<file path="src/ram_consts.svh">
// Purpose: register indices, field positions and reset values of the alarm match unit
// Assumes: byte address of a register is four times its index
// Notes: included by the package users and the design
`ifndef RAM_CONSTS_SVH
`define RAM_CONSTS_SVH

`define RAM_IDX_A1_MONTH 5'h0a
`define RAM_IDX_A1_SEC 5'h0e
`define RAM_IDX_FLAGS 5'h0f
`define RAM_IDX_CTRL 5'h13
`define RAM_IDX_A2_MONTH 5'h14
`define RAM_IDX_A2_SEC 5'h18
`define RAM_IDX_IRQ_STAT 5'h19
`define RAM_IDX_IRQ_MASK 5'h1a

`define RAM_FLAG_FIRST_HIT 6
`define RAM_FLAG_SECOND_HIT 5

`define RAM_CTRL_FIRST_IRQ_EN 7
`define RAM_CTRL_SECOND_IRQ_EN 6
`define RAM_CTRL_BACKUP_EN 5
`define RAM_CTRL_OUTEN 4
`define RAM_CTRL_SECOND_EN 1

`define RAM_ALARM_RPT_BIT 7
`define RAM_CTRL_RST 8'h00
`define RAM_ALARM_RST 8'h00
`define RAM_MASK_RST 2'h0

`endif

</file>
<file path="src/ram_pkg.sv">
// Purpose: types of the alarm match unit
// Assumes: nothing beyond the constants header
// Notes: repeat modes decoded from the five repeat bits
package ram_pkg;
	typedef enum logic [2:0] {
		RAM_EVERY_SEC = 3'h0,
		RAM_EVERY_MIN = 3'h1,
		RAM_EVERY_HOUR = 3'h2,
		RAM_EVERY_DAY = 3'h3,
		RAM_EVERY_MONTH = 3'h4,
		RAM_EVERY_YEAR = 3'h5
	} ram_mode_t;
endpackage

</file>
<file path="src/ram_alarm_unit.sv">
// Purpose: two alarms comparing the time counters, flags, interrupt pins, avalon register port
// Assumes: time inputs are bcd, stable while sec_tick_i pulses for one cycle per second
// Notes: alarm byte bit 7 holds one repeat bit, bits 6:0 hold the bcd value
//
// Design decisions made here: the address map and the Avalon-MM interface to the registers.
`timescale 1ns/10ps
`include "ram_consts.svh"

// Function
// - a repeat code outside the six defined ones behaves as once per second.
// - an alarm flag sets when the time matches the alarm in every field its repeat bits select.
// - a host read of the flag register clears the alarm flags that it returns as set.
// - that read still returns the flags as set; only a later read shows zero.
// - with first interrupt enable and output enable set, the shared output asserts on the first flag.
// - with second interrupt enable set, the second output asserts on the second flag.
// - a zero date value with all repeat bits zero disables that alarm.
// - while the address pointer rests on the flag register no alarm flag is set.
// - the shared and second outputs drop when the flag read clears the flags; irq_o drops on the status read.
// - in backup the shared output is driven only when alarm-in-backup enable is set.
// - an output asserted in backup holds until main supply returns and the flags are read.
// - with second-alarm enable set, indices 14h to 18h act as the second alarm.
// - second-alarm enable is zero after reset.
// - with the second alarm disabled its five bytes are plain read/write memory.
// - in backup the second output asserts only with backup enable and second interrupt enable.
// - repeat bits 5..1 all one every second, then each trailing zero widens the match.
module ram_alarm_unit (
	input wire logic core_clk_i,
	input wire logic rstn_i,
	input wire logic [6:0] avs_address_i,
	input wire logic avs_read_i,
	input wire logic avs_write_i,
	input wire logic [31:0] avs_writedata_i,
	input wire logic [3:0] avs_byteenable_i,
	output logic [31:0] avs_readdata_o,
	output logic avs_waitrequest_o,
	input wire logic sec_tick_i,
	input wire logic [6:0] time_sec_i,
	input wire logic [6:0] time_min_i,
	input wire logic [5:0] time_hour_i,
	input wire logic [5:0] time_date_i,
	input wire logic [4:0] time_month_i,
	input wire logic backup_i,
	output logic shared_irq_test_out_o,
	output logic second_alarm_irq_out_o,
	output logic irq_o
);

	logic [7:0] alarm_q [0:9];
	logic [7:0] ctrl_q;
	logic first_alarm_hit_flag_q;
	logic second_alarm_hit_flag_q;
	logic [4:0] ptr_q;
	logic ack_q;
	logic [31:0] rdata_q;
	logic [1:0] irq_stat_q;
	logic [1:0] irq_mask_q;
	logic hold1_q;
	logic hold2_q;
	logic [4:0] idx;
	logic req;
	logic rd_acc;
	logic wr_acc;
	logic hit1;
	logic hit2;
	logic set1;
	logic set2;
	logic clr1;
	logic clr2;
	logic flags_rd;
	logic out1;
	logic out2;
	logic [7:0] rd_val;
	logic [4:0] a1_rpt;
	logic [4:0] a2_rpt;

	// repeat bits from bit 5 down to bit 1
	function automatic ram_pkg::ram_mode_t rpt_mode(input logic [4:0] rpt);
		ram_pkg::ram_mode_t m;
		m = ram_pkg::RAM_EVERY_SEC;
		unique case (rpt)
			5'h1f: m = ram_pkg::RAM_EVERY_SEC;
			5'h1e: m = ram_pkg::RAM_EVERY_MIN;
			5'h1c: m = ram_pkg::RAM_EVERY_HOUR;
			5'h18: m = ram_pkg::RAM_EVERY_DAY;
			5'h10: m = ram_pkg::RAM_EVERY_MONTH;
			5'h00: m = ram_pkg::RAM_EVERY_YEAR;
			default: m = ram_pkg::RAM_EVERY_SEC;
		endcase
		return m;
	endfunction

	// repeat field gathered from bit 7 of the five alarm bytes, month first
	function automatic logic [4:0] rpt_of(input logic [7:0] mo, input logic [7:0] da,
			input logic [7:0] hr, input logic [7:0] mi, input logic [7:0] se);
		return {mo[`RAM_ALARM_RPT_BIT], da[`RAM_ALARM_RPT_BIT], hr[`RAM_ALARM_RPT_BIT],
			mi[`RAM_ALARM_RPT_BIT], se[`RAM_ALARM_RPT_BIT]};
	endfunction

	// alarm bytes in order month, date, hour, minute, second
	function automatic logic alarm_hit(input logic [7:0] mo, input logic [7:0] da,
			input logic [7:0] hr, input logic [7:0] mi, input logic [7:0] se,
			input logic [6:0] t_se, input logic [6:0] t_mi, input logic [5:0] t_hr,
			input logic [5:0] t_da, input logic [4:0] t_mo);
		logic [4:0] rpt;
		logic m_se;
		logic m_mi;
		logic m_hr;
		logic m_da;
		logic m_mo;
		logic h;
		rpt = rpt_of(mo, da, hr, mi, se);
		m_se = (se[6:0] == t_se);
		m_mi = (mi[6:0] == t_mi);
		m_hr = (hr[5:0] == t_hr);
		m_da = (da[5:0] == t_da);
		m_mo = (mo[4:0] == t_mo);
		h = 1'b0;
		unique case (rpt_mode(rpt))
			ram_pkg::RAM_EVERY_SEC: h = 1'b1;
			ram_pkg::RAM_EVERY_MIN: h = m_se;
			ram_pkg::RAM_EVERY_HOUR: h = m_se & m_mi;
			ram_pkg::RAM_EVERY_DAY: h = m_se & m_mi & m_hr;
			ram_pkg::RAM_EVERY_MONTH: h = m_se & m_mi & m_hr & m_da;
			ram_pkg::RAM_EVERY_YEAR: h = m_se & m_mi & m_hr & m_da & m_mo;
		endcase
		// zero date and zero repeat field means switched off
		if (rpt == 5'h00 && da[5:0] == 6'h00) begin
			h = 1'b0;
		end
		return h;
	endfunction

	assign idx = avs_address_i[6:2];
	assign req = avs_read_i | avs_write_i;
	// one wait cycle: data is looked up on the first edge, taken on the second
	assign avs_waitrequest_o = req & ~ack_q;
	assign rd_acc = avs_read_i & ack_q;
	assign wr_acc = avs_write_i & ack_q & avs_byteenable_i[0];
	assign avs_readdata_o = rdata_q;
	assign flags_rd = rd_acc & (idx == `RAM_IDX_FLAGS);

	always_ff @(posedge core_clk_i) begin
		if (!rstn_i) begin
			ack_q <= 1'b0;
		end else begin
			ack_q <= req & ~ack_q;
		end
	end

	always_comb begin
		rd_val = 8'h00;
		if (idx >= `RAM_IDX_A1_MONTH && idx <= `RAM_IDX_A1_SEC) begin
			rd_val = alarm_q[4'(idx - `RAM_IDX_A1_MONTH)];
		end else if (idx >= `RAM_IDX_A2_MONTH && idx <= `RAM_IDX_A2_SEC) begin
			rd_val = alarm_q[4'(idx - `RAM_IDX_A2_MONTH + 5'h05)];
		end else if (idx == `RAM_IDX_FLAGS) begin
			rd_val[`RAM_FLAG_FIRST_HIT] = first_alarm_hit_flag_q;
			rd_val[`RAM_FLAG_SECOND_HIT] = second_alarm_hit_flag_q;
		end else if (idx == `RAM_IDX_CTRL) begin
			rd_val = ctrl_q;
		end else if (idx == `RAM_IDX_IRQ_STAT) begin
			rd_val = {6'h00, irq_stat_q};
		end else if (idx == `RAM_IDX_IRQ_MASK) begin
			rd_val = {6'h00, irq_mask_q};
		end
	end

	// snapshot taken before the clearing edge, so the clearing read returns the set flag
	always_ff @(posedge core_clk_i) begin
		if (!rstn_i) begin
			rdata_q <= 32'h0000_0000;
		end else if (avs_read_i && !ack_q) begin
			rdata_q <= {24'h00_0000, rd_val};
		end
	end

	// pointer follows the last register the host touched
	always_ff @(posedge core_clk_i) begin
		if (!rstn_i) begin
			ptr_q <= 5'h00;
		end else if (req && ack_q) begin
			ptr_q <= idx;
		end
	end

	always_ff @(posedge core_clk_i) begin
		if (!rstn_i) begin
			for (int i = 0; i < 10; i++) begin
				alarm_q[i] <= `RAM_ALARM_RST;
			end
		end else if (wr_acc) begin
			if (idx >= `RAM_IDX_A1_MONTH && idx <= `RAM_IDX_A1_SEC) begin
				alarm_q[4'(idx - `RAM_IDX_A1_MONTH)] <= avs_writedata_i[7:0];
			end else if (idx >= `RAM_IDX_A2_MONTH && idx <= `RAM_IDX_A2_SEC) begin
				// plain memory while the second alarm is off
				alarm_q[4'(idx - `RAM_IDX_A2_MONTH + 5'h05)] <= avs_writedata_i[7:0];
			end
		end
	end

	always_ff @(posedge core_clk_i) begin
		if (!rstn_i) begin
			ctrl_q <= `RAM_CTRL_RST;
			irq_mask_q <= `RAM_MASK_RST;
		end else if (wr_acc) begin
			if (idx == `RAM_IDX_CTRL) begin
				ctrl_q <= avs_writedata_i[7:0];
			end
			if (idx == `RAM_IDX_IRQ_MASK) begin
				irq_mask_q <= avs_writedata_i[1:0];
			end
		end
	end

	assign hit1 = alarm_hit(alarm_q[0], alarm_q[1], alarm_q[2], alarm_q[3], alarm_q[4],
		time_sec_i, time_min_i, time_hour_i, time_date_i, time_month_i);
	assign hit2 = alarm_hit(alarm_q[5], alarm_q[6], alarm_q[7], alarm_q[8], alarm_q[9],
		time_sec_i, time_min_i, time_hour_i, time_date_i, time_month_i);
	assign a1_rpt = rpt_of(alarm_q[0], alarm_q[1], alarm_q[2], alarm_q[3], alarm_q[4]);
	assign a2_rpt = rpt_of(alarm_q[5], alarm_q[6], alarm_q[7], alarm_q[8], alarm_q[9]);
	// only on the second update; the pointer on the flag register blocks setting
	assign set1 = sec_tick_i & hit1 & (ptr_q != `RAM_IDX_FLAGS);
	assign set2 = sec_tick_i & hit2 & ctrl_q[`RAM_CTRL_SECOND_EN]
		& (ptr_q != `RAM_IDX_FLAGS);
	// clear only what the read returned, so a fresh hit is never lost
	assign clr1 = flags_rd & rdata_q[`RAM_FLAG_FIRST_HIT];
	assign clr2 = flags_rd & rdata_q[`RAM_FLAG_SECOND_HIT];

	always_ff @(posedge core_clk_i) begin
		if (!rstn_i) begin
			first_alarm_hit_flag_q <= 1'b0;
			second_alarm_hit_flag_q <= 1'b0;
		end else begin
			first_alarm_hit_flag_q <= set1 | (first_alarm_hit_flag_q & ~clr1);
			second_alarm_hit_flag_q <= set2 | (second_alarm_hit_flag_q & ~clr2);
		end
	end

	// interrupt outputs, gated in backup
	assign out1 = first_alarm_hit_flag_q & ctrl_q[`RAM_CTRL_FIRST_IRQ_EN]
		& ctrl_q[`RAM_CTRL_OUTEN]
		& (~backup_i | ctrl_q[`RAM_CTRL_BACKUP_EN]);
	assign out2 = second_alarm_hit_flag_q & ctrl_q[`RAM_CTRL_SECOND_IRQ_EN]
		& (~backup_i | ctrl_q[`RAM_CTRL_BACKUP_EN]);

	// a backup assertion is held until supply is back and the flags are read
	always_ff @(posedge core_clk_i) begin
		if (!rstn_i) begin
			hold1_q <= 1'b0;
			hold2_q <= 1'b0;
		end else begin
			hold1_q <= (backup_i & out1) | (hold1_q & ~(flags_rd & ~backup_i));
			hold2_q <= (backup_i & out2) | (hold2_q & ~(flags_rd & ~backup_i));
		end
	end

	always_ff @(posedge core_clk_i) begin
		if (!rstn_i) begin
			shared_irq_test_out_o <= 1'b0;
			second_alarm_irq_out_o <= 1'b0;
		end else begin
			// outputs lag the flags by one cycle and drop after the clearing read
			shared_irq_test_out_o <= out1 | hold1_q;
			second_alarm_irq_out_o <= out2 | hold2_q;
		end
	end

	// system interrupt: sticky events, read of the status register clears
	always_ff @(posedge core_clk_i) begin
		if (!rstn_i) begin
			irq_stat_q <= 2'h0;
		end else begin
			if (rd_acc && idx == `RAM_IDX_IRQ_STAT) begin
				irq_stat_q <= {set2, set1} | (irq_stat_q & ~rdata_q[1:0]);
			end else begin
				irq_stat_q <= {set2, set1} | irq_stat_q;
			end
		end
	end

	assign irq_o = |(irq_stat_q & irq_mask_q);

	// checks look only at what this block drives or holds
	a_flag_on_hit: assert property (@(posedge core_clk_i) disable iff (!rstn_i)
		set1 |=> first_alarm_hit_flag_q)
		else $error("first flag not set after hit");
	a_flag2_on_hit: assert property (@(posedge core_clk_i) disable iff (!rstn_i)
		set2 |=> second_alarm_hit_flag_q)
		else $error("second flag not set after hit");
	a_no_set_no_tick: assert property (@(posedge core_clk_i) disable iff (!rstn_i)
		!sec_tick_i && !first_alarm_hit_flag_q |=> !first_alarm_hit_flag_q)
		else $error("flag set without second update");
	a_ptr_blocks: assert property (@(posedge core_clk_i) disable iff (!rstn_i)
		ptr_q == `RAM_IDX_FLAGS && !second_alarm_hit_flag_q |=> !second_alarm_hit_flag_q)
		else $error("flag set while pointer on flags");
	a_ptr_blocks1: assert property (@(posedge core_clk_i) disable iff (!rstn_i)
		ptr_q == `RAM_IDX_FLAGS && !first_alarm_hit_flag_q |=> !first_alarm_hit_flag_q)
		else $error("first flag set while pointer on flags");
	a_read_clears: assert property (@(posedge core_clk_i) disable iff (!rstn_i)
		flags_rd && rdata_q[`RAM_FLAG_FIRST_HIT] && !set1 |=> !first_alarm_hit_flag_q)
		else $error("flag survived clearing read");
	a_read_clears2: assert property (@(posedge core_clk_i) disable iff (!rstn_i)
		flags_rd && rdata_q[`RAM_FLAG_SECOND_HIT] && !set2 |=> !second_alarm_hit_flag_q)
		else $error("second flag survived clearing read");
	a_read_shows: assert property (@(posedge core_clk_i) disable iff (!rstn_i)
		avs_read_i && !ack_q && idx == `RAM_IDX_FLAGS && first_alarm_hit_flag_q
		|=> avs_readdata_o[`RAM_FLAG_FIRST_HIT])
		else $error("clearing read lost the flag");
	a_alarm2_off: assert property (@(posedge core_clk_i) disable iff (!rstn_i)
		!ctrl_q[`RAM_CTRL_SECOND_EN] |-> !set2)
		else $error("second alarm fired while disabled");
	a_irq1_follow: assert property (@(posedge core_clk_i) disable iff (!rstn_i)
		first_alarm_hit_flag_q && ctrl_q[`RAM_CTRL_FIRST_IRQ_EN] && ctrl_q[`RAM_CTRL_OUTEN]
		&& !backup_i |=> shared_irq_test_out_o)
		else $error("shared output missing");
	a_second_alarm_irq_out_follow: assert property (@(posedge core_clk_i) disable iff (!rstn_i)
		second_alarm_hit_flag_q && ctrl_q[`RAM_CTRL_SECOND_IRQ_EN] && !backup_i
		|=> second_alarm_irq_out_o)
		else $error("second output missing");
	a_irq1_backup: assert property (@(posedge core_clk_i) disable iff (!rstn_i)
		backup_i && !ctrl_q[`RAM_CTRL_BACKUP_EN] && !hold1_q |=> !shared_irq_test_out_o)
		else $error("shared output driven in backup without enable");
	a_second_alarm_irq_out_backup: assert property (@(posedge core_clk_i) disable iff (!rstn_i)
		backup_i && !(ctrl_q[`RAM_CTRL_BACKUP_EN] && ctrl_q[`RAM_CTRL_SECOND_IRQ_EN])
		&& !hold2_q |=> !second_alarm_irq_out_o)
		else $error("second output driven in backup without enables");
	a_backup_hold: assert property (@(posedge core_clk_i) disable iff (!rstn_i)
		hold1_q && backup_i |=> shared_irq_test_out_o && hold1_q)
		else $error("backup assertion released in backup");
	a_irq1_drop: assert property (@(posedge core_clk_i) disable iff (!rstn_i)
		$fell(first_alarm_hit_flag_q) && !hold1_q && !second_alarm_hit_flag_q
		|=> !shared_irq_test_out_o)
		else $error("shared output stuck after clear");
	a_second_alarm_irq_out_drop: assert property (@(posedge core_clk_i) disable iff (!rstn_i)
		$fell(second_alarm_hit_flag_q) && !hold2_q |=> !second_alarm_irq_out_o)
		else $error("second output stuck after clear");
	a_disabled_quiet: assert property (@(posedge core_clk_i) disable iff (!rstn_i)
		a1_rpt == 5'h00 && alarm_q[1][5:0] == 6'h00 |-> !hit1)
		else $error("disabled alarm matched");
	a_disabled_quiet2: assert property (@(posedge core_clk_i) disable iff (!rstn_i)
		a2_rpt == 5'h00 && alarm_q[6][5:0] == 6'h00 |-> !hit2)
		else $error("disabled second alarm matched");
	a_bad_code_sec: assert property (@(posedge core_clk_i) disable iff (!rstn_i)
		a1_rpt == 5'h15 |-> hit1)
		else $error("undefined repeat code not once per second");
	a_minute_mode: assert property (@(posedge core_clk_i) disable iff (!rstn_i)
		a1_rpt == 5'h1e && alarm_q[4][6:0] != time_sec_i |-> !hit1)
		else $error("minute mode matched a wrong second");
	a_year_mode: assert property (@(posedge core_clk_i) disable iff (!rstn_i)
		a1_rpt == 5'h00 && alarm_q[0][4:0] != time_month_i |-> !hit1)
		else $error("year mode matched a wrong month");
	a_reset_ctrl: assert property (@(posedge core_clk_i)
		$rose(rstn_i) |-> !ctrl_q[`RAM_CTRL_SECOND_EN])
		else $error("second alarm enabled after reset");
	a_user_mem: assert property (@(posedge core_clk_i) disable iff (!rstn_i)
		wr_acc && idx == `RAM_IDX_A2_SEC |=> alarm_q[9] == $past(avs_writedata_i[7:0]))
		else $error("second alarm byte not written");
	a_no_be_write: assert property (@(posedge core_clk_i) disable iff (!rstn_i)
		avs_write_i && ack_q && !avs_byteenable_i[0] |=> $stable(ctrl_q) && $stable(alarm_q[5]))
		else $error("write without byte enable took effect");
	a_stat_sticky: assert property (@(posedge core_clk_i) disable iff (!rstn_i)
		set1 |=> irq_stat_q[0])
		else $error("status bit not set on hit");
	a_stat_clear: assert property (@(posedge core_clk_i) disable iff (!rstn_i)
		rd_acc && idx == `RAM_IDX_IRQ_STAT && rdata_q[0] && !set1 |=> !irq_stat_q[0])
		else $error("status bit survived its read");

	c_flag_read: cover property (@(posedge core_clk_i) disable iff (!rstn_i)
		flags_rd && rdata_q[`RAM_FLAG_FIRST_HIT]);
	c_byte_refused: cover property (@(posedge core_clk_i) disable iff (!rstn_i)
		avs_write_i && ack_q && !avs_byteenable_i[0]);
	c_alarm2_irq: cover property (@(posedge core_clk_i) disable iff (!rstn_i)
		$rose(second_alarm_irq_out_o));
	c_backup_hold: cover property (@(posedge core_clk_i) disable iff (!rstn_i)
		hold1_q && !backup_i);
	c_set_and_clear: cover property (@(posedge core_clk_i) disable iff (!rstn_i)
		set1 && clr1);

endmodule

</file>
<file path="config.mk">
export PLATFORM = sky130hd
export DESIGN_NAME = ram_alarm_unit
export DESIGN_NICKNAME = d
export VERILOG_FILES = /design/src/ram_pkg.sv /design/src/ram_alarm_unit.sv
export VERILOG_INCLUDE_DIRS = /design/src /design/src/src
export SDC_FILE = /design/constraint.sdc
export NUM_CORES = 1
export LEC_CHECK = 0
export CAP_MARGIN = 30
export CELL_PAD_IN_SITES_DETAIL_PLACEMENT = 1
export CELL_PAD_IN_SITES_GLOBAL_PLACEMENT = 1
export CORE_ASPECT_RATIO = 1.25
export CORE_MARGIN = 5
export CORE_UTILIZATION = 52
export CTS_CLUSTER_DIAMETER = 60
export DETAILED_ROUTE_END_ITERATION = 10
export DONT_BUFFER_PORTS = 1
export PLACE_DENSITY_LB_ADDON = 0.1
export SYNTH_ARGS = -nofsm -noshare
export SYNTH_HDL_FRONTEND = slang
export SYNTH_SLANG_ARGS = --single-unit
export TNS_END_PERCENT = 10
</file>
<file path="constraint.sdc">
create_clock -name core_clk_i -period 4.2 [get_ports core_clk_i]
set_clock_uncertainty 0.2 [all_clocks]
set_input_delay 0.21 -clock core_clk_i [delete_from_list [all_inputs] [get_ports core_clk_i]]
set_output_delay 0.21 -clock core_clk_i [all_outputs]
set_load 0.01 [all_outputs]
</file>
Word-level counts from Yosys, hierarchy flattened
Memories as Yosys holds them, arrays and structs flattened.
Index checks and enable logic that the tools add are counted.

operators by class
  add/sub/neg operators = 3
  $lt $le $gt $ge = 4
  equality and inequality tests = 33
  multiplexer cells = 31
  bitwise operators = 50
  reductions and logical operators = 19

operators with widths
  cell                                                                count
  == test 5 bit (second input constant)                               11
  2-to-1 mux 8 bit                                                    6
  AND 1 bit                                                           32
  one-hot mux 3 bit (5 select lines)                                  2
  == test 7 bit                                                       4
  == test 6 bit                                                       4
  OR reduction 8 bit                                                  2
  2-to-1 mux 1 bit                                                    15
  == test 3 x 2 -> 1 bit (second input constant)                      4
  == test 3 bit (second input constant)                               4
  zero test 6 bit                                                     2
  one-hot mux 1 bit (6 select lines)                                  2
  == test 5 bit                                                       2
  zero test 5 bit                                                     2
  2-to-1 mux 4 bit                                                    2
  OR 1 bit                                                            8
  logical AND 1 bit                                                   7
  == test 3 x 1 -> 1 bit (second input constant)                      2
  zero test 3 bit                                                     2
  2-to-1 mux 2 bit                                                    3
  == test 5 x 4 -> 1 bit (second input constant)                      1
  greater-or-equal comparator 5 x 4 -> 1 bit (second input constant)  1
  greater-or-equal comparator 5 bit (second input constant)           1
  less-or-equal comparator 5 x 4 -> 1 bit (second input constant)     1
  13 further kinds                                                    20

storage, ports and cells
  flip-flop bits (word level) = 32
  memory bits (writable) = 80
  memories kept = 1

memories
  name     depth  bits a word  read ports  clocked after Yosys merged registers in  wr ports  line                  source
  alarm_q  10     8            12          0                                        10        ram_alarm_unit.sv:48  logic [7:0] alarm_q [0:9];

Depth between registers and ports, before layout
An unclocked memory read counts as a cell.

  depth after elaboration = 13
  gate-level depth with buffers = 10

Least setup slack after synthesis
OpenSTA, ideal clock, no wires.

  kind = input -> register
  from = input avs_address_i[2]
  to = memory alarm_q[14][0] (enable)
  setup time = 0.395 ns
  arrival = 2.441 ns
  data required time = 3.605 ns
  slack = 1.164 ns
  cell stages on the path = 9
  cell sequence = buf_6 inv_2 ha_1 nand2b_4 a221oi_2 nand2_1 a21o_1 buf_6 nor4_1

RTL lines
  item                line                  source
  start: declaration  ram_alarm_unit.sv:29  input wire logic [6:0] avs_address_i,
  end: declaration    ram_alarm_unit.sv:48

==> out/results.ini <==
[floorplan]
die_height_um=159
die-area_um2=20600
die_x_um=129
core-area_um2=17500
initial_core_util_pct=52.9
ios=116
rows=54

[timing]
min_period_ps=3380
timing.fmax_mhz=296
relSlewSlack_pct=44.6
rsz0062_at_grt=false
setup_viol=0
tightest_slew_ps=828
setup_tns_ps=0
slew_violations=0
period_share_pct=80.5
hold_viol_final=0

[cts]
clk_pin_slew_ps=70
cts_buffers=17
post_cts_buffers=0
tritoncts=yes
clock_latency_ps=440
cts_max_path_buffers=2
cts.sinks=160
root_buffer=clkbuf_16
h-tree-depth=4

[detailed_routing]
first_iter_violations=762
vias=6588
dr.pass1.iters=5
wl_per_cell_um=30.0
via_per_inst=6.54
wl_mm=30.2
final_antenna_net_count=0
remaining_drc_errors=0

[setup_path]
crit_fanout=3
crit_top_cell=dlygate4sd3_1
crit_required_ps=4340
start_kind=flop
cp_slowest_cell=dlygate4sd3_1
crit_family=buffers and inverters
end_kind=flop
crit_type=flop to flop
worstPathBufferInverterCount=3
crit_arrival_ps=3520
cp_slowest_stage_delay_ps=600
path_cells=xnor2_1 -> nand4_1 -> dlygate4sd3_1 -> o32ai_1 -> dlygate4sd3_1 -> nand2_1 -> dlygate4sd3_1 -> a211oi_1

[grt]
grtUsageMet1_pct=38.0
grt_overflow=0
grt_usage_pct=30.2
grt_pass1_vias=6935
grt_max_degree=64
antenna_found_initial=0
grt_use_met3_pct=5.17
grt-busiest-layer=met2
grt_use_met2_pct=50.2
grt_pass1_wl_mm=44.9

[power]
power.density_nw_per_um2=362
ir_worst_vdd_v=0.000313
p_int_mw=2.68
power_leakage_nw=3.46
p_total_mw=3.66
clkPwrFrac_pct=40.9
pwr-share-seq_pct=49.1
p_sw_share_pct=26.6
power.switching_mw=0.973
share_comb_of_total_power_pct=10.0

[cells_and_area]
final_nets=856
fillCellCount=1762
multiInputGateArea_um2=4440
drive_gt1_share_pct=18.9
layout_common_cells=128 x edfxtp_1, 102 x nor2_1, 65 x mux4_2
diodes=0
syn_to_final_growth_pct=9.24
mostFrequentLayoutCell=edfxtp_1
seq_area_um2=4480

[placed_design]
hpwl_mm=21.8
numPortBuffers=0
place.gp.congestion=0.957

[yosys]
ys_seq_elements=160
synthArstFlopShare_pct=0
synth.avg_cell_area_um2=12.3
syn_area_um2=9260
ys_warn_count=0
synth-edff-count=128
synth.distinct_cells=66
synth_cells=750
ys_seq_area_share_pct=48.4
ys.flop_type=edfxtp_1

[job]
max_cap_violations=0

[status]
status=completed

[min_path]
hp-class=primary input to flop

## power groups by stage
stage	Sequential, mW	Combinational [mW]	Clock [mW]
after floorplan	1.80	0.308	0
after global placement	1.83	0.327	0
after detailed placement	1.83	0.337	0
after CTS	1.79	0.361	1.49
after global routing	1.80	0.388	1.57
final	1.80	0.365	1.50
## registers in the layout, indices dropped and copies added (netlist names)
signal	cells
alarm_q	128
avs_readdata_o	8
ctrl_q	8
ptr_q	5
irq_mask_q	2
irq_stat_q	2
ack_q	1
first_alarm_hit_flag_q	1
hold1_q	1
hold2_q	1
second_alarm_hit_flag_q	1
second_alarm_irq_out_o	1
shared_irq_test_out_o	1
## cell type report
cell class	count	area share, %
Inverter	16	0.594
Tap cell	224	2.77
Multi-Input combinational cell	542	43.9
Clock inverter	15	1.31
Clock buffer	17	4.20
Timing Repair Buffer	33	2.94
Sequential cell	160	44.3
## worst reg2reg max path, delay by kind of cell (launching register included)
family | cells | cell delay, ps
AO/OA/AOI/OAI | 2 | 450
buffers and inverters | 3 | 1770
AND/OR/NAND/NOR | 2 | 150
flip-flops | 1 | 510
XOR/XNOR | 1 | 210
## path summary, 6_finish.rpt
path | start | depth (start not counted) | slack [ps] | to
min reg2reg | ptr_q[4] | 2 | 300 | ptr_q[4]
max reg2reg | alarm_q[7][5] | 8 | 820 | second_alarm_hit_flag_q
max | alarm_q[7][5] | 8 | 820 | second_alarm_hit_flag_q
min | rstn_i | 1 | 20 | alarm_q[4][2]
## logic make-up (layout without fill, tap and decap cells)
| group | after synthesis | count (layout) | share of synthesized area (%) |
|---|---|---|---|
| DFF | 160 | 160 | 48.4 |
| muxes | 83 | 83 | 17.8 |
| AOI/OAI and AO/OA | 101 | 101 | 7.88 |
| adders and majority gates | 6 | 6 | 0.811 |
| other | 1 | 24 | 0.0405 |
| and+or+nand+nor | 261 | 261 | 14.1 |
| xor gates and xnor gates | 67 | 67 | 6.42 |
| buffers and inverters | 71 | 81 | 4.61 |
## cells in the mapped netlist (2+ instances only)
cell type | instances | area (um^2)
inv_1 | 14 | 52.6
a2111oi_0 | 3 | 26.3
o21a_1 | 7 | 52.6
nor2_2 | 10 | 62.6
nand2_1 | 59 | 221
nor3_1 | 11 | 55.1
edfxtp_1 | 128 | 3840
o21bai_1 | 3 | 22.5
nor2_1 | 102 | 383
nor4_1 | 15 | 93.8
mux2i_1 | 16 | 160
a21oi_1 | 26 | 130
clkbuf_1 | 9 | 33.8
mux4_2 | 65 | 1460
nand4_1 | 11 | 68.8
nand2b_1 | 3 | 18.8
a31oi_1 | 4 | 25.0
o31ai_1 | 2 | 15.0
buf_4 | 31 | 233
nor2b_1 | 5 | 31.3
buf_2 | 11 | 55.1
nand3_1 | 11 | 55.1
nand2_2 | 8 | 50.1
a41oi_1 | 4 | 35.0
nand4_4 | 4 | 85.1
o21ai_0 | 15 | 75.1
a21oi_4 | 4 | 65.1
a311oi_1 | 2 | 17.5
a211oi_1 | 7 | 52.6
a21boi_0 | 3 | 22.5
a22o_1 | 7 | 61.3
ha_1 | 6 | 75.1
dfxtp_1 | 32 | 641
buf_6 | 4 | 45.0
or4_1 | 2 | 15.0
xor2_1 | 21 | 184
xnor2_1 | 45 | 394
or3_1 | 2 | 12.5
and3_1 | 5 | 31.3
mux2_2 | 2 | 22.5
a32o_1 | 2 | 20.0
a21o_1 | 2 | 15.0
and2_1 | 4 | 25.0
## layer usage
layer	vias to the layer above	wire length (um)
li1	2827	-
met1	3349	11000
met2	336	15500
met3	76	2170
met4	0	1530
met5	-	0
## what timing repair did
item,CTS,global route
hold buffers,20,0
resized for setup,0,0
setup endpoints to repair,0,0
endpoints found under the hold margin,44,0
## stage by stage
step	std cells	utilization, %	hold WS [ps]	setup WS [ps]	instance area (um^2)
2_1_floorplan	773	-	149	1160	9350
3_3_place_gp	955	53.5	137	1100	9360
3_5_place_dp	955	53.5	148	1040	9360
4_1_cts	1007	57.8	8.64	884	10100
5_1_grt	1007	57.8	14.7	604	10100
6_report	1007	57.8	20.9	821	10100
(Power assumes the default switching activity.)
